--- src/pkg/flash_sec_pkg.sv ---
// Shared constants and carrier types for flash security and the flash clock divider.
package flash_sec_pkg;
  // High-page register addresses.
  localparam logic [15:0] ADDR_CLK_RATIO = 16'h1820;
  localparam logic [15:0] ADDR_OPTION = 16'h1821;
  localparam logic [15:0] ADDR_CONFIG = 16'h1823;
  localparam logic [15:0] ADDR_PROTECT = 16'h1824;
  // Secure memory windows and the stored unlock key.
  localparam logic [15:0] RAM_FIRST = 16'h0080;
  localparam logic [15:0] RAM_LAST = 16'h087F;
  localparam logic [15:0] FLASH_FIRST = 16'hC000;
  localparam logic [15:0] FLASH_LAST = 16'hFFFF;
  localparam logic [15:0] KEY_FIRST = 16'hFFB0;
  localparam logic [15:0] VECTOR_BLOCK = 16'hFE00;
  localparam logic [3:0] KEY_BYTES = 4'h8;
  localparam logic [2:0] KEY_LAST_IDX = 3'h7;
  // Field positions and masks.
  localparam int RATIO_LOADED_BIT = 7;
  localparam int RATIO_PRESCALE_BIT = 6;
  localparam logic [7:0] RATIO_WR_MASK = 8'h7F;
  localparam logic [7:0] OPTION_RD_MASK = 8'hC3;
  localparam int OPTION_ALLOW_BIT = 7;
  localparam logic [7:0] CONFIG_WR_MASK = 8'hE0;
  localparam int CONFIG_ARM_BIT = 5;
  localparam logic [1:0] CODE_UNSECURED = 2'h2;
  // Reset values.
  localparam logic [7:0] RATIO_RESET = 8'h00;
  localparam logic [7:0] CONFIG_RESET = 8'h00;
  localparam logic [7:0] ZERO_BYTE = 8'h00;
  // Divider and pulse timer widths.
  localparam logic [2:0] PRESCALE_LAST = 3'h7;
  localparam int PULSE_CNT_W = 12;
  // One CPU or debug bus access.
  typedef struct packed {
    logic [15:0] addr;
    logic rd;
    logic wr;
    logic [7:0] wdata;
    logic secure_fetch;
    logic from_debug;
  } bus_req_t;
  // Key collection progress.
  typedef enum logic [0:0] {KEY_OFF, KEY_COLLECT} key_state_t;
endpackage

--- src/rtl/flash_security.sv ---
// Flash and RAM security gate, backdoor key unlock and write-once flash clock divider.
// What this block does
// - Secured access to flash or RAM from unsecured source drops writes, reads zero.
// - Flash and RAM are secure; code fetched from them has full access.
// - Each reset copies the stored option byte into the working option register.
// - Lock code 1 0 alone means unsecured; all other codes engage security.
// - Secured part forbids debug module; background entry only with pin low at reset.
// - Unlock allow bit at zero disables the backdoor key completely.
// - While compare armed, key location writes are compared, not flash commands.
// - Disarm with all eight bytes matching sets lock code 1 0 until reset.
// - Key bytes count only when written by code running from secure memory.
// - The stored key sits in the same 512-byte block as the vectors.
// - Block protect register is written only by background debug accesses.
// - Debug unlock: clear protection, erase, blank check; a blank array unsecures.
// - Ratio register bit 7 is read-only; bits 6..0 take only the first write.
// - Loaded flag clears at reset, sets on first write; gates program and erase.
// - Divider input is bus clock, or bus clock over eight when prescale set.
// - Flash clock is the selected input divided by ratio bits 5..0 plus one.
// - Each timing pulse is one flash clock; operations last whole pulse counts.
// - Working option register reads always, ignores writes, bits 5..2 read zero.
// - Config register bits 7..5 read and write freely; bit 5 arms compare.
`timescale 1ns/1ps
`default_nettype none
module flash_security
  import flash_sec_pkg::*;
(
  // Clock and reset.
  input wire logic core_clk,
  input wire logic rst,
  // Bus access from the CPU or the background debug controller.
  input wire bus_req_t bus_req,
  output logic [7:0] bus_rdata,
  // Memory array side.
  input wire logic [7:0] mem_rdata,
  output logic mem_wr,
  output logic mem_rd,
  // Nonvolatile contents sampled by this block.
  input wire logic [7:0] stored_option_byte,
  input wire logic [7:0] stored_protect_byte,
  input wire logic [63:0] stored_unlock_bytes,
  // Debug mode pin and debug permissions.
  input wire logic debug_mode_pin,
  output logic debug_module_allow,
  output logic active_background_allow,
  // Flash command engine hooks.
  input wire logic blank_check_pass,
  input wire logic pe_start,
  input wire logic [11:0] pe_pulses,
  output logic pe_enabled,
  output logic pe_busy,
  output logic pe_done,
  output logic [7:0] block_protect,
  output logic secured
);
  // Secure memory windows; the stored key lies inside the vector block.
  function automatic logic is_secure_addr(input logic [15:0] a);
    is_secure_addr = (a >= RAM_FIRST && a <= RAM_LAST) ||
                     (a >= FLASH_FIRST && a <= FLASH_LAST);
  endfunction

  function automatic logic is_key_addr(input logic [15:0] a);
    is_key_addr = (a >= KEY_FIRST) && (a < KEY_FIRST + {12'h000, KEY_BYTES}) &&
                  (a >= VECTOR_BLOCK);
  endfunction

  function automatic logic [7:0] key_byte(input logic [63:0] k, input logic [2:0] i);
    key_byte = k[{i, 3'h0} +: 8];
  endfunction

  // Register state.
  logic [7:0] working_option_reg;
  logic [7:0] flash_config_reg;
  logic [7:0] block_protect_reg;
  logic [6:0] ratio_field;
  logic divisor_loaded_flag;
  logic [7:0] next_working_option_reg;
  logic [7:0] next_flash_config_reg;
  logic [7:0] next_block_protect_reg;
  logic [6:0] next_ratio_field;
  logic next_divisor_loaded_flag;
  logic [7:0] next_bus_rdata;

  // Key collection state.
  key_state_t key_state;
  key_state_t next_key_state;
  logic [3:0] key_count;
  logic [3:0] next_key_count;
  logic key_match;
  logic next_key_match;

  // Debug pin synchroniser and reset-time capture.
  logic pin_s1;
  logic pin_s2;
  logic pin_s3;
  logic bg_at_reset;
  logic next_bg_at_reset;

  // Program and erase pulse timer.
  logic [11:0] pulses_left;
  logic [11:0] next_pulses_left;
  logic next_pe_busy;
  logic next_pe_done;
  logic fclk_tick;

  // Access classification.
  logic [1:0] lock_state_code;
  logic backdoor_unlock_allow;
  logic backdoor_compare_arm;
  logic mem_access;
  logic blocked;
  logic key_intercept;
  logic key_write_ok;
  logic disarm;

  assign lock_state_code = working_option_reg[1:0];
  assign backdoor_unlock_allow = working_option_reg[OPTION_ALLOW_BIT];
  assign backdoor_compare_arm = flash_config_reg[CONFIG_ARM_BIT];

  // Security decode and blocking of unsecured sources.
  always_comb begin
    secured = (lock_state_code != CODE_UNSECURED);
    mem_access = is_secure_addr(bus_req.addr);
    blocked = secured && mem_access &&
              (!bus_req.secure_fetch || bus_req.from_debug);
    key_intercept = backdoor_compare_arm && is_key_addr(bus_req.addr);
    key_write_ok = bus_req.wr && key_intercept && backdoor_unlock_allow &&
                   bus_req.secure_fetch && !bus_req.from_debug;
    disarm = bus_req.wr && bus_req.addr == ADDR_CONFIG && backdoor_compare_arm &&
             !bus_req.wdata[CONFIG_ARM_BIT];
  end

  // Memory strobes pass only when not blocked; intercepted key writes never reach flash.
  assign mem_wr = bus_req.wr && mem_access && !blocked && !key_intercept;
  assign mem_rd = bus_req.rd && mem_access && !blocked;

  // Debug permissions follow the security state.
  assign debug_module_allow = !secured;
  assign active_background_allow = !secured || bg_at_reset;
  assign pe_enabled = divisor_loaded_flag;
  assign block_protect = block_protect_reg;

  // Register writes, unlock and read data.
  always_comb begin
    next_working_option_reg = working_option_reg;
    next_flash_config_reg = flash_config_reg;
    next_block_protect_reg = block_protect_reg;
    next_ratio_field = ratio_field;
    next_divisor_loaded_flag = divisor_loaded_flag;
    next_bus_rdata = ZERO_BYTE;
    if (bus_req.wr && bus_req.addr == ADDR_CLK_RATIO && !divisor_loaded_flag) begin
      next_ratio_field = bus_req.wdata[6:0] & RATIO_WR_MASK[6:0];
      next_divisor_loaded_flag = 1'b1;
    end
    if (bus_req.wr && bus_req.addr == ADDR_CONFIG) begin
      next_flash_config_reg = bus_req.wdata & CONFIG_WR_MASK;
    end
    if (bus_req.wr && bus_req.addr == ADDR_PROTECT && bus_req.from_debug) begin
      next_block_protect_reg = bus_req.wdata;
    end
    // A matching key on disarm unlocks; a mismatch changes nothing.
    if (disarm && key_state == KEY_COLLECT && key_count == KEY_BYTES && key_match) begin
      next_working_option_reg[1:0] = CODE_UNSECURED;
    end
    if (blank_check_pass) begin
      next_working_option_reg[1:0] = CODE_UNSECURED;
    end
    if (bus_req.rd) begin
      unique case (bus_req.addr)
        ADDR_CLK_RATIO: begin
          next_bus_rdata = {divisor_loaded_flag, ratio_field};
        end
        ADDR_OPTION: begin
          next_bus_rdata = working_option_reg & OPTION_RD_MASK;
        end
        ADDR_CONFIG: begin
          next_bus_rdata = flash_config_reg;
        end
        ADDR_PROTECT: begin
          next_bus_rdata = block_protect_reg;
        end
        default: begin
          next_bus_rdata = (mem_access && !blocked) ? mem_rdata : ZERO_BYTE;
        end
      endcase
    end
  end

  // The option byte is reloaded on every reset cycle, so it tracks the stored copy.
  always_ff @(posedge core_clk) begin
    if (rst) begin
      working_option_reg <= stored_option_byte & OPTION_RD_MASK;
      block_protect_reg <= stored_protect_byte;
      flash_config_reg <= CONFIG_RESET;
      ratio_field <= RATIO_RESET[6:0];
      divisor_loaded_flag <= RATIO_RESET[RATIO_LOADED_BIT];
      bus_rdata <= ZERO_BYTE;
    end else begin
      working_option_reg <= next_working_option_reg;
      block_protect_reg <= next_block_protect_reg;
      flash_config_reg <= next_flash_config_reg;
      ratio_field <= next_ratio_field;
      divisor_loaded_flag <= next_divisor_loaded_flag;
      bus_rdata <= next_bus_rdata;
    end
  end

  // Key collection: bytes must land in ascending order; any stray write to a key location spoils the match.
  always_comb begin
    next_key_state = key_state;
    next_key_count = key_count;
    next_key_match = key_match;
    unique case (key_state)
      KEY_OFF: begin
        if (bus_req.wr && bus_req.addr == ADDR_CONFIG && bus_req.wdata[CONFIG_ARM_BIT] &&
            backdoor_unlock_allow) begin
          next_key_state = KEY_COLLECT;
          next_key_count = 4'h0;
          next_key_match = 1'b1;
        end
      end
      KEY_COLLECT: begin
        if (key_write_ok) begin
          // Order is enforced by requiring the address to match the running index.
          if (key_count < KEY_BYTES &&
              bus_req.addr == KEY_FIRST + {12'h000, key_count} &&
              bus_req.wdata == key_byte(stored_unlock_bytes, key_count[2:0])) begin
            next_key_count = key_count + 4'h1;
          end else begin
            next_key_match = 1'b0;
          end
        end else if (bus_req.wr && key_intercept) begin
          next_key_match = 1'b0;
        end
        if (disarm || !backdoor_unlock_allow) begin
          next_key_state = KEY_OFF;
          next_key_match = 1'b0;
        end
      end
    endcase
  end

  always_ff @(posedge core_clk) begin
    if (rst) begin
      key_state <= KEY_OFF;
      key_count <= 4'h0;
      key_match <= 1'b0;
    end else begin
      key_state <= next_key_state;
      key_count <= next_key_count;
      key_match <= next_key_match;
    end
  end

  // Background entry is decided by the last agreed pin level seen while reset is held.
  always_comb begin
    next_bg_at_reset = bg_at_reset;
    if (rst && pin_s2 == pin_s3) begin
      next_bg_at_reset = !pin_s3;
    end
  end

  // The synchroniser runs through reset so the pin is seen at the release (falling edge) of reset.
  always_ff @(posedge core_clk) begin
    pin_s1 <= debug_mode_pin;
    pin_s2 <= pin_s1;
    pin_s3 <= pin_s2;
    bg_at_reset <= next_bg_at_reset;
  end

  // Flash clock generation; stopped until the ratio register has been written.
  flash_clk_divider u_div (
    .core_clk(core_clk),
    .rst(rst),
    .enable(divisor_loaded_flag),
    .prescale_by_eight(ratio_field[RATIO_PRESCALE_BIT]),
    .ratio(ratio_field[5:0]),
    .fclk_tick(fclk_tick)
  );

  // Pulse timer: an operation lasts a whole number of flash clock pulses.
  always_comb begin
    next_pulses_left = pulses_left;
    next_pe_busy = pe_busy;
    next_pe_done = 1'b0;
    if (!pe_busy) begin
      if (pe_start && divisor_loaded_flag && pe_pulses != 12'h000) begin
        next_pulses_left = pe_pulses;
        next_pe_busy = 1'b1;
      end
    end else if (fclk_tick) begin
      next_pulses_left = pulses_left - 12'h001;
      if (pulses_left == 12'h001) begin
        next_pe_busy = 1'b0;
        next_pe_done = 1'b1;
      end
    end
  end

  always_ff @(posedge core_clk) begin
    if (rst) begin
      pulses_left <= 12'h000;
      pe_busy <= 1'b0;
      pe_done <= 1'b0;
    end else begin
      pulses_left <= next_pulses_left;
      pe_busy <= next_pe_busy;
      pe_done <= next_pe_done;
    end
  end
endmodule
`default_nettype wire

--- src/rtl/flash_clk_divider.sv ---
// Flash clock divider producing one-cycle ticks at the internal flash clock rate.
`timescale 1ns/1ps
`default_nettype none
module flash_clk_divider
  import flash_sec_pkg::*;
(
  // Clock and reset.
  input wire logic core_clk,
  input wire logic rst,
  // Divider setup.
  input wire logic enable,
  input wire logic prescale_by_eight,
  input wire logic [5:0] ratio,
  // Flash clock tick.
  output logic fclk_tick
);
  logic [2:0] pre_cnt;
  logic [5:0] div_cnt;
  logic [2:0] next_pre_cnt;
  logic [5:0] next_div_cnt;
  logic pre_tick;
  logic next_fclk_tick;

  // Prescale stage feeds a ratio+1 stage; the tick marks one flash clock cycle.
  always_comb begin
    pre_tick = enable && (!prescale_by_eight || pre_cnt == PRESCALE_LAST);
    next_pre_cnt = (!enable || !prescale_by_eight) ? 3'h0 : pre_cnt + 3'h1;
    next_div_cnt = div_cnt;
    next_fclk_tick = 1'b0;
    if (!enable) begin
      next_div_cnt = 6'h00;
    end else if (pre_tick) begin
      if (div_cnt >= ratio) begin
        next_div_cnt = 6'h00;
        next_fclk_tick = 1'b1;
      end else begin
        next_div_cnt = div_cnt + 6'h01;
      end
    end
  end

  // Registers only.
  always_ff @(posedge core_clk) begin
    if (rst) begin
      pre_cnt <= 3'h0;
      div_cnt <= 6'h00;
      fclk_tick <= 1'b0;
    end else begin
      pre_cnt <= next_pre_cnt;
      div_cnt <= next_div_cnt;
      fclk_tick <= next_fclk_tick;
    end
  end
endmodule
`default_nettype wire

--- config.mk ---
export PLATFORM = sky130hd
export DESIGN_NAME = flash_security
export DESIGN_NICKNAME = d
export VERILOG_FILES = /design/src/pkg/flash_sec_pkg.sv /design/src/rtl/flash_security.sv /design/src/rtl/flash_clk_divider.sv
export SDC_FILE = /design/constraint.sdc
export NUM_CORES = 1
export LEC_CHECK = 0
export ABC_AREA = 1
export BUFFER_PORTS_ARGS = -buffer_cell sky130_fd_sc_hd__buf_2
export CAP_MARGIN = 30
export CORE_ASPECT_RATIO = 0.5
export CORE_UTILIZATION = 55
export CTS_BUF_LIST = sky130_fd_sc_hd__clkbuf_4
export DETAILED_ROUTE_END_ITERATION = 7
export PLACE_DENSITY = 0.86
export SKIP_CTS_REPAIR_TIMING = 1
export SYNTH_ARGS = -nofsm -noshare
export SYNTH_HDL_FRONTEND = slang
export SYNTH_HIERARCHICAL = 1
export SYNTH_SLANG_ARGS = --single-unit
export TNS_END_PERCENT = 10
--- constraint.sdc ---
create_clock -name core_clk -period 2.55 [get_ports core_clk]
set_input_delay 0.3825 -clock core_clk [delete_from_list [all_inputs] [get_ports core_clk]]
set_output_delay 0.3825 -clock core_clk [all_outputs]
set_load 0.05 [all_outputs]
==> results.json <==
{
  "status": "finished, final reports clean",
  "grt_usage_pct": 29.6,
  "clk_pin_slew_ps": 120,
  "fin_nets": 1015,
  "grt_util_met2_pct": 50.0,
  "slowest_delay_ps": 440,
  "totalWireLength_um": 12700,
  "hpwl_um": 9910,
  "synthCells": 721,
  "cp_data_arrival_time_ps": 1780,
  "vias": 5101,
  "place_area_um2": 5400,
  "die_x_um": 131,
  "period_minus_slack_ps": 2160,
  "fin_tns_setup_ps": 0,
  "drv_cap": 0,
  "powerDensity_nw_per_um2": 395,
  "drc": 0,
  "startpoint": "working_option_reg[0]",
  "clk_path_buf_depth": 2,
  "met1_usage_pct": 37.6,
  "numClockSinks": 65,
  "rsz0062_at_grt": "false",
  "clk_latency_ps": 430,
  "fin_crit_sh_pct": 84.9,
  "hold_class": "primary input to flip-flop",
  "worst_slew_pin_slew_ps": 627,
  "gp_congestion": 0.929,
  "cts_tree": "built",
  "grt_max_degree": 44,
  "synth_top_flop_cell": "dfxtp_1",
  "cts_root_buf": "clkbuf_4",
  "drv_slew": 0,
  "core-area_um2": 8060,
  "syn_nets": 867,
  "ys.warnings.count": 6,
  "syn_to_final_growth_pct": 20.6,
  "grt_busiest_layer": "met2",
  "final_cell_mix": "nand2_1 (206), buf_2 (152), inv_1 (102)",
  "irDropWorstVdd_mv": 0.288,
  "antenna_found_initial": 0,
  "critical_path_buf_inv_count": 2,
  "critical_path.cell_chain": "nor2_2 -> inv_1 -> o21ai_0 -> nand2_1 -> nor3_2 -> buf_2",
  "crit_type": "flip-flop to output port",
  "leakagePower_uw": 0.00277,
  "synth.distinct_cells": 42,
  "r2r_slack_ps": 530,
  "synthesis.area_um2": 4600,
  "path_max_fanout": 3,
  "vias_per_cell": 5.17,
  "synth_seq_cells": 65,
  "hold_viol_final": 0,
  "largest_reg_flops": 12,
  "reg2reg_depth": 14,
  "reg2reg_from": "key_count[1]",
  "cts_made_buffers": 9,
  "setup_viol": 0,
  "fin_skew_ps": 24.2,
  "final_cell_area_um2": 5550,
  "fillCellCount": 721,
  "htreeDepth": 3,
  "syn_avg_cell_area_um2": 6.38,
  "power.total_uw": 2190,
  "end_kind": "output port",
  "path_delay_family": "simple AND/OR/NAND/NOR gates",
  "critPathSlowestCell": "edfxtp_1",
  "max_slew_margin_pct": 58.1,
  "diodes": 0,
  "crit_path_start_kind": "flip-flop",
  "max_freq_ghz": 0.462,
  "drt-wirelength-per-cell_um": 12.9,
  "pin_count": 157,
  "grt_overflow": 0,
  "worst-path-stages": 6,
  "grt_pass1_vias": 4522,
  "synth_edf_count": 13,
  "holdCritStartpoint": "debug_mode_pin",
  "first_pass_iters": 6,
  "rows": 23,
  "grt_first_pass_wirelength_um": 20500,
  "holdWs_ps": 50.5,
  "dieArea_um2": 8750,
  "portBuffers": 152,
  "mostFrequentLayoutCell": "nand2_1",
  "ys_async_sr_fraction_pct": 0,
  "drtIter0Drc": 392,
  "initial_core_util_pct": 57.1,
  "grtUsageMet3_pct": 8.30,
  "cp.required_ps": 2170,
  "dieHeight_um": 66.7,
  "antenna_left": 0,
  "min_path_cells": 1,
  "layout-drive-gt1-share_pct": 24.4,
  "seq_area_frac_synth_pct": 31.1
}
[cell type report]
cell class	instances	area [um2]	area share [%]
multi-input combinational	524	2590	46.8
sequential	65	1430	25.8
timing repair buffer	159	813	14.7
inverter	110	423	7.63
tap	112	140	2.53
clock inverter	7	77.6	1.40
clock buffer	9	67.6	1.22
[metal layers]
layer  part of all wire [%]  routed length [um]
met5                      0                   0
met4                    1.2                 154
met3                    8.3                1060
met2                     45                5780
met1                     45                5760
[power by group]
part	leakage, uW	internal [uW]	switching [uW]	total [uW]
combinational	0.00215	137	245	383
clock	0.0000769	306	416	723
sequential	0.000547	1070	11.5	1090
[path summary, 6_finish.rpt]
path                                   to
worst max-delay path               mem_wr
worst min-delay path               pin_s1
worst max register to register  key_match
worst min register to register     pin_s2
[logic make-up (layout without fill, tap and decap cells)]
| logic type | Yosys count | count (layout) | synth area share, % |
|---|---|---|---|
| xor+xnor | 5 | 5 | 0.952 |
| flops | 65 | 65 | 31.1 |
| buf+inv | 132 | 285 | 12.7 |
| compound gates | 94 | 94 | 12.1 |
| fa+ha+maj | 13 | 13 | 3.54 |
| simple gates | 412 | 412 | 39.6 |
[worst register-to-register path, stage by stage, from the launching register on]
cell	delay, ps
dfxtp_1	580
inv_2	250
nand2_1	140
nand2_1	60
nor2_1	80
nand3_1	90
nor2_1	120
nand2_1	100
nor2_4	140
nand3_4	100
nand2_1	70
nand2_1	40
nand2_1	50
nand2_1	50
nor2_2	80
[through the flow]
step	cells	utilization, %	setup WS (ps)
floorplan	721	-	18.2
detailed placement	970	67.0	442
CTS	986	68.8	386
global route	986	68.8	250
global placement	970	67.0	526
finish	986	68.8	385
[cell usage after synthesis (all sizes together) (2+ instances only)]
cell / count / area (um2)
o22ai: 4 / 25.0
nor3: 11 / 70.1
a31oi: 7 / 43.8
clkinv: 2 / 7.51
clkbuf: 7 / 26.3
nand3b: 4 / 30.0
a211oi: 12 / 90.1
a21boi: 2 / 15.0
o21ai: 32 / 160
a221oi: 2 / 17.5
nand4: 11 / 68.8
a32o: 2 / 20.0
edfxtp: 13 / 390
nor2: 95 / 392
nand3: 66 / 368
o211ai: 5 / 37.5
nor4: 5 / 31.3
nand2: 217 / 842
inv: 108 / 415
a21oi: 27 / 139
or2: 2 / 12.5
dfxtp: 52 / 1040
xor2: 5 / 43.8
buf: 15 / 135
ha: 13 / 163
Note: power is estimated with default switching activity, not from simulation.
